### config.mk
export PLATFORM = sky130hd
export DESIGN_NAME = tunable_filter_spi_config
export DESIGN_NICKNAME = d
export VERILOG_FILES = /design/src/core/tunable_filter_spi_pkg.sv /design/src/core/tunable_filter_spi_config.sv
export SDC_FILE = /design/constraint.sdc
export NUM_CORES = 2
export LEC_CHECK = 0
export BUFFER_PORTS_ARGS = -buffer_cell sky130_fd_sc_hd__buf_2
export CAP_MARGIN = 20
export CELL_PAD_IN_SITES_DETAIL_PLACEMENT = 1
export CELL_PAD_IN_SITES_GLOBAL_PLACEMENT = 1
export CORE_ASPECT_RATIO = 1.75
export CORE_MARGIN = 2
export CORE_UTILIZATION = 40
export DETAILED_ROUTE_END_ITERATION = 12
export GPL_TIMING_DRIVEN = 0
export PLACE_DENSITY = 0.7
export RECOVER_POWER = 50
export SLEW_MARGIN = 5
export SYNTH_ARGS = -nofsm -noshare
export SYNTH_HDL_FRONTEND = slang
export SYNTH_SLANG_ARGS = --single-unit
### constraint.sdc
create_clock -name mclk -period 5.7 [get_ports mclk]
set_clock_uncertainty 0.15 [all_clocks]
set_input_delay 0.285 -clock mclk [delete_from_list [all_inputs] [get_ports mclk]]
set_output_delay 0.285 -clock mclk [all_outputs]
set_load 0.1 [all_outputs]
### src/core/tunable_filter_spi_pkg.sv
// package: register map, frame layout and carrier types of the filter config port
package tunable_filter_spi_pkg;
   localparam int        ADDR_W         = 15;
   localparam int        DATA_W         = 8;
   localparam int        HEADER_BITS    = 16;
   localparam int        COEF_COUNT     = 16;
   localparam int        LUT_BYTES      = 96;
   localparam int        ENTRY_BYTES    = 3;
   localparam int        LUT_ENTRIES    = 32;
   localparam logic [4:0] HDR_CNT_W_MAX = 5'h10;
   localparam logic [2:0] LAST_BIT      = 3'h7;

   localparam logic [14:0] INTERFACE_CONFIG_ADDR = 15'h0000;
   localparam logic [14:0] CENTER_FREQ_ADDR      = 15'h0020;
   localparam logic [14:0] BANDWIDTH_ADDR        = 15'h0021;
   localparam logic [14:0] MATCH_ADDR            = 15'h0022;
   localparam logic [14:0] COEF_BASE_ADDR        = 15'h0030;
   localparam logic [14:0] INTERP_CONTROL_ADDR   = 15'h0050;
   localparam logic [14:0] READBACK_FC_ADDR      = 15'h0060;
   localparam logic [14:0] READBACK_BW_ADDR      = 15'h0061;
   localparam logic [14:0] READBACK_MATCH_ADDR   = 15'h0062;
   localparam logic [14:0] LUT_BASE_ADDR         = 15'h0100;

   localparam logic [7:0] STREAM_ASCEND_KEY     = 8'h3c;
   localparam logic [7:0] INTERFACE_CONFIG_RST  = 8'h00;
   localparam logic [7:0] LOAD_VALUE_RST        = 8'h00;
   localparam logic [7:0] INTERP_CONTROL_RST    = 8'h00;
   localparam int         CURVE_FIT_BIT         = 0;
   localparam logic [7:0] COEF_DEFAULT          = 8'h80;

   typedef struct packed {
      logic [7:0] centerCode;
      logic [7:0] bandwidthCode;
      logic [7:0] matchCode;
   } capCodes_type;

   typedef struct packed {
      logic chipSelect_n;
      logic sclk;
      logic sdi;
      logic fastLatchSelect;
   } spiPins_type;

   typedef logic [COEF_COUNT-1:0][7:0] coefBank_type;
endpackage : tunable_filter_spi_pkg

### src/core/tunable_filter_spi_config.sv
// serial configuration port of the tunable band-pass filter
// Summary of operation
// - frame: direction bit, 15-bit address, 8 data
// - first bit 0 writes, 1 reads
// - write bits sampled on rising serial clock
// - read data out msb first on falling
// - sdo driven after last header rising edge
// - sdo released whenever chip select is high
// - fast latch steps through lookup table entries
// - write group sits at 0x020 to 0x022
// - streaming on when config register holds 0x3c
// - write group stream: 0x020, three bytes
// - table stream: 0x100, 96 bytes
// - curve-fit enable applies the interpCodes input instead of the loads
// - center value 0..255 spans low to high
// - three 8-bit load values set capacitors
// - coefficients reset to nominal defaults
// - fast latch: latch on cs rise, ignore spi
// - 0x060..0x062 read back applied codes
// - chip reset returns registers to defaults
`timescale 1ns/1ps
`default_nettype none
module tunable_filter_spi_config #(
   parameter logic [7:0] COEF_RESET = tunable_filter_spi_pkg::COEF_DEFAULT
) (
   input  wire logic                                 mclk,
   input  wire logic                                 arst_n,
   input  wire tunable_filter_spi_pkg::spiPins_type  pins,
   input  wire tunable_filter_spi_pkg::capCodes_type interpCodes,
   output logic                                      sdo,
   output logic                                      sdoEn,
   output logic                                      curveFitEnable,
   output logic                                      fastLatchActive,
   output tunable_filter_spi_pkg::coefBank_type      coefficients,
   output tunable_filter_spi_pkg::capCodes_type      appliedCodes
);
   localparam int LUT_IDX_W = $clog2(tunable_filter_spi_pkg::LUT_ENTRIES);

   // pins are asynchronous to mclk; two flops before any use
   tunable_filter_spi_pkg::spiPins_type pinMeta;
   tunable_filter_spi_pkg::spiPins_type pinSync;
   tunable_filter_spi_pkg::spiPins_type pinPrev;

   // register file
   logic [7:0]                           interfaceConfig;
   logic [7:0]                           centerFreqLoadWrite;
   logic [7:0]                           bandwidthLoad;
   logic [7:0]                           matchLoad;
   logic [7:0]                           interpControl;
   logic [7:0]                           lut [tunable_filter_spi_pkg::LUT_BYTES];
   tunable_filter_spi_pkg::coefBank_type coefBank;
   logic [7:0]                           next_interfaceConfig;
   logic [7:0]                           next_centerFreqLoadWrite;
   logic [7:0]                           next_bandwidthLoad;
   logic [7:0]                           next_matchLoad;
   logic [7:0]                           next_interpControl;
   logic [7:0]                           next_lut [tunable_filter_spi_pkg::LUT_BYTES];
   tunable_filter_spi_pkg::coefBank_type next_coefBank;

   // frame engine
   logic [4:0]                           hdrCnt;
   logic [2:0]                           bitCnt;
   logic                                 readOp;
   logic                                 firstDone;
   logic [14:0]                          addr;
   logic [7:0]                           dataShift;
   logic [7:0]                           sdoShift;
   logic [4:0]                           next_hdrCnt;
   logic [2:0]                           next_bitCnt;
   logic                                 next_readOp;
   logic                                 next_firstDone;
   logic [14:0]                          next_addr;
   logic [7:0]                           next_dataShift;
   logic [7:0]                           next_sdoShift;
   logic                                 next_sdo;
   logic                                 next_sdoEn;

   // applied capacitor state and fast latch pointer
   logic [LUT_IDX_W-1:0]                 lutIdx;
   logic [LUT_IDX_W-1:0]                 next_lutIdx;
   tunable_filter_spi_pkg::capCodes_type next_appliedCodes;
   logic                                 sclkRise;
   logic                                 sclkFall;
   logic                                 csRise;
   logic                                 streamOn;
   logic                                 wrEn;
   logic [7:0]                           rxByte;

   function automatic logic inRange(input logic [14:0] a, input logic [14:0] base,
                                    input int count);
      inRange = (a >= base) && ({2'b00, a} < {2'b00, base} + 17'(count));
   endfunction : inRange

   function automatic logic [7:0] readByte(input logic [14:0] a);
      logic [14:0] coefOff;
      logic [14:0] lutOff;
      coefOff = a - tunable_filter_spi_pkg::COEF_BASE_ADDR;
      lutOff  = a - tunable_filter_spi_pkg::LUT_BASE_ADDR;
      case (a)
         tunable_filter_spi_pkg::INTERFACE_CONFIG_ADDR: readByte = interfaceConfig;
         tunable_filter_spi_pkg::CENTER_FREQ_ADDR: readByte = centerFreqLoadWrite;
         tunable_filter_spi_pkg::BANDWIDTH_ADDR: readByte = bandwidthLoad;
         tunable_filter_spi_pkg::MATCH_ADDR: readByte = matchLoad;
         tunable_filter_spi_pkg::INTERP_CONTROL_ADDR: readByte = interpControl;
         tunable_filter_spi_pkg::READBACK_FC_ADDR: readByte = appliedCodes.centerCode;
         tunable_filter_spi_pkg::READBACK_BW_ADDR: readByte = appliedCodes.bandwidthCode;
         tunable_filter_spi_pkg::READBACK_MATCH_ADDR: readByte = appliedCodes.matchCode;
         default:
         begin
            readByte = 8'h00;
            if (inRange(a, tunable_filter_spi_pkg::COEF_BASE_ADDR,
                        tunable_filter_spi_pkg::COEF_COUNT))
               readByte = coefBank[coefOff[3:0]];
            else if (inRange(a, tunable_filter_spi_pkg::LUT_BASE_ADDR,
                             tunable_filter_spi_pkg::LUT_BYTES))
               readByte = lut[lutOff[6:0]];
         end
      endcase
   endfunction : readByte

   always_ff @(posedge mclk or negedge arst_n)
   begin
      if (!arst_n)
      begin
         pinMeta <= '{chipSelect_n: 1'b1, default: 1'b0}; // idle levels: no false edge
         pinSync <= '{chipSelect_n: 1'b1, default: 1'b0};
         pinPrev <= '{chipSelect_n: 1'b1, default: 1'b0};
      end
      else
      begin
         pinMeta <= pins;
         pinSync <= pinMeta;
         pinPrev <= pinSync;
      end
   end

   assign sclkRise        = pinSync.sclk && !pinPrev.sclk;
   assign sclkFall        = !pinSync.sclk && pinPrev.sclk;
   assign csRise          = pinSync.chipSelect_n && !pinPrev.chipSelect_n;
   assign streamOn        = (interfaceConfig == tunable_filter_spi_pkg::STREAM_ASCEND_KEY);
   assign fastLatchActive = pinSync.fastLatchSelect;
   assign rxByte          = {dataShift[6:0], pinSync.sdi};

   // frame engine: header on rising edges, data in or out per byte
   always_comb
   begin
      next_hdrCnt    = hdrCnt;
      next_bitCnt    = bitCnt;
      next_readOp    = readOp;
      next_firstDone = firstDone;
      next_addr      = addr;
      next_dataShift = dataShift;
      next_sdoShift  = sdoShift;
      next_sdo       = sdo;
      next_sdoEn     = sdoEn;
      wrEn           = 1'b0;
      if (pinSync.chipSelect_n || pinSync.fastLatchSelect)
      begin
         // idle, or fast latch where the serial pins are ignored
         next_hdrCnt    = '0;
         next_bitCnt    = '0;
         next_firstDone = 1'b0;
         next_sdoEn     = 1'b0;
         next_sdo       = 1'b0;
      end
      else if (sclkRise)
      begin
         if (hdrCnt == '0)
         begin
            next_readOp = pinSync.sdi;
            next_hdrCnt = hdrCnt + 5'h01;
         end
         else if (hdrCnt != tunable_filter_spi_pkg::HDR_CNT_W_MAX)
         begin
            next_addr   = {addr[13:0], pinSync.sdi};
            next_hdrCnt = hdrCnt + 5'h01;
            if (hdrCnt == tunable_filter_spi_pkg::HDR_CNT_W_MAX - 5'h01 && readOp)
            begin
               next_sdoShift = readByte({addr[13:0], pinSync.sdi});
               next_sdoEn    = 1'b1;
            end
         end
         else
         begin
            next_dataShift = rxByte;
            next_bitCnt    = bitCnt + 3'h1;
            if (bitCnt == tunable_filter_spi_pkg::LAST_BIT)
            begin
               // only whole bytes commit; a cut-off byte is dropped
               next_firstDone = 1'b1;
               wrEn = !readOp && (!firstDone || streamOn);
               if (streamOn)
                  next_addr = addr + 15'h0001;
               if (readOp)
                  next_sdoShift = streamOn ? readByte(addr + 15'h0001) : 8'h00;
            end
         end
      end
      else if (sclkFall && sdoEn)
      begin
         next_sdo      = sdoShift[7];
         next_sdoShift = {sdoShift[6:0], 1'b0};
      end
   end

   always_ff @(posedge mclk or negedge arst_n)
   begin
      if (!arst_n)
      begin
         hdrCnt    <= '0;
         bitCnt    <= '0;
         readOp    <= 1'b0;
         firstDone <= 1'b0;
         addr      <= '0;
         dataShift <= '0;
         sdoShift  <= '0;
         sdo       <= 1'b0;
         sdoEn     <= 1'b0;
      end
      else
      begin
         hdrCnt    <= next_hdrCnt;
         bitCnt    <= next_bitCnt;
         readOp    <= next_readOp;
         firstDone <= next_firstDone;
         addr      <= next_addr;
         dataShift <= next_dataShift;
         sdoShift  <= next_sdoShift;
         sdo       <= next_sdo;
         sdoEn     <= next_sdoEn;
      end
   end

   // register writes from completed bytes
   always_comb
   begin
      next_interfaceConfig     = interfaceConfig;
      next_centerFreqLoadWrite = centerFreqLoadWrite;
      next_bandwidthLoad       = bandwidthLoad;
      next_matchLoad           = matchLoad;
      next_interpControl       = interpControl;
      next_coefBank            = coefBank;
      next_lut                 = lut;
      if (wrEn)
      begin
         if (addr == tunable_filter_spi_pkg::INTERFACE_CONFIG_ADDR)
            next_interfaceConfig = rxByte;
         if (addr == tunable_filter_spi_pkg::CENTER_FREQ_ADDR)
            next_centerFreqLoadWrite = rxByte;
         if (addr == tunable_filter_spi_pkg::BANDWIDTH_ADDR)
            next_bandwidthLoad = rxByte;
         if (addr == tunable_filter_spi_pkg::MATCH_ADDR)
            next_matchLoad = rxByte;
         if (addr == tunable_filter_spi_pkg::INTERP_CONTROL_ADDR)
            next_interpControl = rxByte;
         for (int i = 0; i < tunable_filter_spi_pkg::COEF_COUNT; i++)
            if (addr == tunable_filter_spi_pkg::COEF_BASE_ADDR + 15'(i))
               next_coefBank[i] = rxByte;
         for (int i = 0; i < tunable_filter_spi_pkg::LUT_BYTES; i++)
            if (addr == tunable_filter_spi_pkg::LUT_BASE_ADDR + 15'(i))
               next_lut[i] = rxByte;
      end
   end

   always_ff @(posedge mclk or negedge arst_n)
   begin
      if (!arst_n)
      begin
         interfaceConfig     <= tunable_filter_spi_pkg::INTERFACE_CONFIG_RST;
         centerFreqLoadWrite <= tunable_filter_spi_pkg::LOAD_VALUE_RST;
         bandwidthLoad       <= tunable_filter_spi_pkg::LOAD_VALUE_RST;
         matchLoad           <= tunable_filter_spi_pkg::LOAD_VALUE_RST;
         interpControl       <= tunable_filter_spi_pkg::INTERP_CONTROL_RST;
         coefBank            <= {tunable_filter_spi_pkg::COEF_COUNT{COEF_RESET}};
         lut                 <= '{default: 8'h00};
      end
      else
      begin
         interfaceConfig     <= next_interfaceConfig;
         centerFreqLoadWrite <= next_centerFreqLoadWrite;
         bandwidthLoad       <= next_bandwidthLoad;
         matchLoad           <= next_matchLoad;
         interpControl       <= next_interpControl;
         coefBank            <= next_coefBank;
         lut                 <= next_lut;
      end
   end

   assign curveFitEnable = interpControl[tunable_filter_spi_pkg::CURVE_FIT_BIT];
   assign coefficients   = coefBank;

   // applied codes: table entry in fast latch, else curve fit or direct loads
   always_comb
   begin
      next_lutIdx       = lutIdx;
      next_appliedCodes = appliedCodes;
      if (pinSync.fastLatchSelect)
      begin
         if (csRise)
         begin
            next_appliedCodes = {lut[7'(lutIdx) * 7'd3],
                                 lut[7'(lutIdx) * 7'd3 + 7'd1],
                                 lut[7'(lutIdx) * 7'd3 + 7'd2]};
            next_lutIdx = (32'(lutIdx) == tunable_filter_spi_pkg::LUT_ENTRIES - 1)
                          ? '0 : lutIdx + 1'b1;
         end
      end
      else
      begin
         // pointer restarts so each fast latch run begins at entry 0
         next_lutIdx = '0;
         if (curveFitEnable)
            next_appliedCodes = interpCodes;
         else
            next_appliedCodes = {centerFreqLoadWrite, bandwidthLoad, matchLoad};
      end
   end

   always_ff @(posedge mclk or negedge arst_n)
   begin
      if (!arst_n)
      begin
         lutIdx       <= '0;
         appliedCodes <= '0;
      end
      else
      begin
         lutIdx       <= next_lutIdx;
         appliedCodes <= next_appliedCodes;
      end
   end
endmodule : tunable_filter_spi_config
`default_nettype wire

==> results of run 1 <==
synth_stat cells, types with 10 or more instances:
library cell / n
mux4_2: 1036
dfrtp_1: 998
mux2_2: 957
nand2_1: 347
mux2i_1: 341
clkbuf_1: 274
nand3_1: 142
buf_2: 140
a21oi_1: 102
nor2_1: 78
o22ai_1: 75
o21ai_0: 72
o221ai_1: 68
buf_1: 67
a22oi_1: 55
nor2_2: 54
a221oi_1: 46
a31oi_1: 45
nor3_1: 45
buf_4: 33
and3_1: 28
a311oi_1: 23
and2_1: 22
nand4_1: 20
dfstp_2: 19
xnor2_1: 19
nand2_2: 18
ha_1: 17
nor2b_1: 17
o211ai_1: 17
a211oi_1: 15
a32oi_1: 15
a22o_1: 12
clkbuf_8: 12
inv_1: 12
nand2b_1: 11
a2111oi_0: 10
buf_6: 10
nor2_8: 10
nor3_2: 10
xor2_1: 10
routing by layer:
metal,global-route usage [%],overflow
met2,86.92,20
met5,14.70,0
met4,64.98,17
met1,66.33,0
met3,41.97,0
stage by stage:
stage / setup slack, ns / instances / setup TNS (ns) / cell area (um^2) / hold slack, ns
after floorplan: 0.6420 / 5450 / 0 / 75100 / -0.1606
after global placement: -19.03 / 8073 / - / 79080 / 0.1877
after detailed placement: -4.056 / 8232 / -603.24 / 82170 / 0.1933
after CTS: 0.001256 / 8466 / 0 / 86970 / 0.04190
kinds of logic after synthesis:
| kind of cell | synth area share [%] |
|---|---|
| mux | 50.00 |
| flops | 33.92 |
| simple gates | 5.914 |
| compound gates | 5.978 |
| buf+inv | 3.412 |
| xor+xnor | 0.4698 |
| fa+ha+maj | 0.3099 |
what timing repair did:
action / in CTS
hold buffers: 32
buffers inserted: 3
endpoints found under the hold margin: 153
pin swaps: 5
setup endpoints to repair: 664
gates resized for setup: 146
==> impl_metrics.toml, run 1 <==
[outcome]
status = "aborted with a tool error"
stop_stage = "5_1_grt"
stop_error = "[ERROR GRT-0116] Global routing finished with congestion. Check the congestion regions in the DRC Viewer."

[grt]
grt_max_degree = 150
grt_overflow = 37
grt_pass1_wl_um = 830900
grtUsageTotal_pct = 65.20
grt_pass1_vias = 76514

[synthesis]
synth_cell_type_count = 102
synth.ff_latch_count = 1017
syn_area_mm2 = 0.07510
synth_top_area_share_pct = 33.25
synth_ff_type = "dfrtp_1"
synth_warnings = 0
syn_avg_cell_area_um2 = 13.78
syn-instance-count = 5450
synth_edf_count = 0
synth_area_leaders = "dfrtp_1 (33%), mux4_2 (31%), mux2_2 (14%)"
yosys.area.top_type = "dfrtp_1"
ys_async_sr_fraction_pct = 100.0
seq_area_frac_synth_pct = 33.92
syn_nets = 5498

[cts]
cts_buffers = 109
htreeDepth = 3
clock_path_buffers = 3
clock-sinks = 1017
cts-root-buf = "clkbuf_16"

[floorplan]
start_util_pct = 40.20
die_x_um = 331.5
die_h_um = 577.2
io_pins = 186
num_rows = 210

[place]
gp_congestion = 1.158
hpwl_um = 436400
io_buffers = 185
==> run 2, diff against run 1 <==
CELL_PAD_IN_SITES_DETAIL_PLACEMENT = not set   (was 1)
CELL_PAD_IN_SITES_GLOBAL_PLACEMENT = not set   (was 1)
CORE_ASPECT_RATIO = not set   (was 1.75)
CORE_UTILIZATION = 25   (was 40)
PLACE_DENSITY = not set   (was 0.7)
PLACE_DENSITY_LB_ADDON = 0.15   (was not set)
==> impl_metrics.toml, run 2 <==
[synthesis]
yosys.cell_count.top_type = "mux4_2"
synth.top_cells.by_count = "mux4_2 (1,036), dfrtp_1 (998), mux2_2 (957), nand2_1 (347), mux2i_1 (341)"
seq_area_frac_synth_pct = 33.92
synthXorXnorAreaFrac_pct = 0.4698
synth-simple-area-share_pct = 5.914
synth_warnings = 0
synth_top_area_share_pct = 33.25
synth_edf_count = 0
yosys.area.top_type = "dfrtp_1"
synth_mux_area_share_pct = 50.00
synth_cell_type_count = 102
syn_area_mm2 = 0.07510
synth-compound-area-share_pct = 5.978
ys_async_sr_fraction_pct = 100.0
syn-instance-count = 5450
synth_top_family_by_area = "multiplexers"
syn_avg_cell_area_um2 = 13.78
syn_nets = 5498
synth_fa_ha_area_share_pct = 0.3099
synth.ff_latch_count = 1017
synth_area_leaders = "dfrtp_1 (33%), mux4_2 (31%), mux2_2 (14%)"
synth_ff_type = "dfrtp_1"

[cts]
clk_latency_ns = 0.93
cts_tree = "done"
clock-sinks = 1017
clock_path_buffers = 4
cts-root-buf = "clkbuf_16"
htreeDepth = 4
cts_buffers = 145
cts.clk_slew.worst_paths_ns = 0.06

[detailed_routing]
drt_wl_total_um = 567200
drt-initial-drc-count = 11978
drc_errors = 0
vias_per_cell = 6.810
routed-via-count = 68528
routedWlPerCell_um = 56.37
firstDrtPassIters = 9
final_antenna_net_count = 0

[timing]
post-route-period-util_pct = 106.7
rsz0062_at_grt = "no"
final.setup.worst_slack_ns = -0.3802
maxSlewHeadroom_pct = -168.5
setup_viol = 111
fin_crit_ns = 6.080
whs_ns = 0.1359
finalHoldViolations = 0
fmax_ghz = 0.1645
slew_violations = 657
tightest_slew_ns = 4.028

[layout]
final_area_mm2 = 0.08951
fillerInstances = 30205
drive_gt1_share_pct = 50.54
largest_register_ffs = 768
final_common_cell = "mux4_2"
nets = 5999
areaGrowthSynthToFinish_pct = 19.18
top_register = "lut"
most-common-layout-cells = "mux4_2 (1,036), dfrtp_1 (998), mux2_2 (957)"
fin_cells = 10063

[critical_path]
endpoint_kind = "flop"
r2r_cells = 12
cp_max_fo = 10
rrSetupSlack_ns = -0.38
critPathLaunch = "lutIdx[0]"
crit_type = "reg2reg"
start_kind = "flop"
arrival_ns = 6.75
reg2reg_from = "lutIdx[0]"
r2r_end = "appliedCodes[13]"
required_ns = 6.37
crit_end = "appliedCodes[13]"

[power]
ir_drop_uv = 198.8
power_density_mw_per_mm2 = 237.3
p_leak_nw = 36.04
total_power_mw = 21.24

[place]
io_buffers = 185
gp_congestion = 1.087
dp_cells = 9726
place_area_mm2 = 0.08356
place_ws_ns = -3.902
hpwl_um = 422400

[grt]
grtUsageTotal_pct = 36.23
grt_pass1_wl_um = 719000
antenna_found_initial = 76
grt_pass1_vias = 63760
grt_overflow = 0
grt_max_degree = 145

[floorplan]
num_rows = 201
die_x_um = 552.1
core-area_mm2 = 0.2993
die_h_um = 552.1
die-area_mm2 = 0.3048
start_util_pct = 25.09
io_pins = 186

[outcome]
violations = "capacitance limit, slew limit, setup timing"
status = "finished with violations"

[job]
maxCapViolations = 5

[min_path]
hp-class = "in2reg"
-- run 2: worst max-delay path: stages (launching register included) --
cell and delay (ns):
dfrtp_1 0.60, ha_1 0.34, fa_1 0.64, clkbuf_2 0.38
xnor2_2 0.47, buf_16 0.23, clkbuf_2 0.82, clkbuf_1 0.61
buf_8 0.28, a211oi_1 0.18, a311oi_1 0.67, o211ai_1 0.35
a21oi_1 0.21
-- run 2: final cells by class --
class                           count  area, um^2  share of cell area [%]
Clock inverter                     46       419.2                  0.4683
Clock buffer                      208        4177                   4.666
Sequential cell                  1017       25470                   28.46
Tap cell                         3958        4952                   5.533
Inverter                           15       61.31                 0.06850
Multi-Input combinational cell   3882       47700                   53.29
Timing Repair Buffer              362        3555                   3.971
Buffer                            528        3049                   3.407
Antenna cell                       47       117.6                  0.1314
-- run 2: cells by family (layout without fill, tap and decap cells) --
family,Yosys count,count (layout)
AO/OA/AOI/OAI,634,634
flip-flops,1017,1017
buffers and inverters,551,1159
multiplexers,2335,2335
AND/OR/NAND/NOR,861,861
XOR/XNOR,34,34
adder cells (fa/ha/maj),18,18
other,0,47
-- run 2: repair_timing --
action,CTS,global route
gates resized for setup,213,47
pin swaps,5,4
setup endpoints to repair,606,27
buffers inserted,2,8
hold buffers,28,0
endpoints found under the hold margin,165,0
-- run 2: metrics by stage --
step	TNS [ns]	util, %
4_1_cts	0	29.84
5_1_grt	0	29.88
3_3_place_gp	-	27.06
2_1_floorplan	0	-
3_5_place_dp	-324.96	27.92
6_report	-15.22	29.91
-- run 2: report_power, final --
part | switching (mW) | internal, mW | leakage [nW] | total, mW
registers | 0.0425 | 7.25 | 14.1 | 7.29
clock network | 3.93 | 5.28 | 2.25 | 9.22
logic | 3.55 | 1.18 | 19.7 | 4.73
-- run 2: how the worst min path moves through the flow --
stage                          from                to  slack (ns)  cells past startpoint
floorplan                    arst_n           addr[0]       -0.16                      0
global placement         pinMeta[0]   fastLatchActive        0.19                      0
detailed placement       pinMeta[2]        pinSync[2]        0.19                      0
CTS                          arst_n          lut[758]        0.03                      3
global route        interpCodes[19]  appliedCodes[19]        0.12                      4
finish              interpCodes[18]  appliedCodes[18]        0.14                      4
-- run 2: layer usage --
layer  up-vias  GRT usage [%]  share of wire [%]
met2      6494          48.06                 39
met1     37013          44.04                 37
li1      23294              -                  -
met3      1697          18.21                 14
met5         -         0.6720              0.080
met4        30          27.93                9.5
Power figures use the tool's default switching activity.
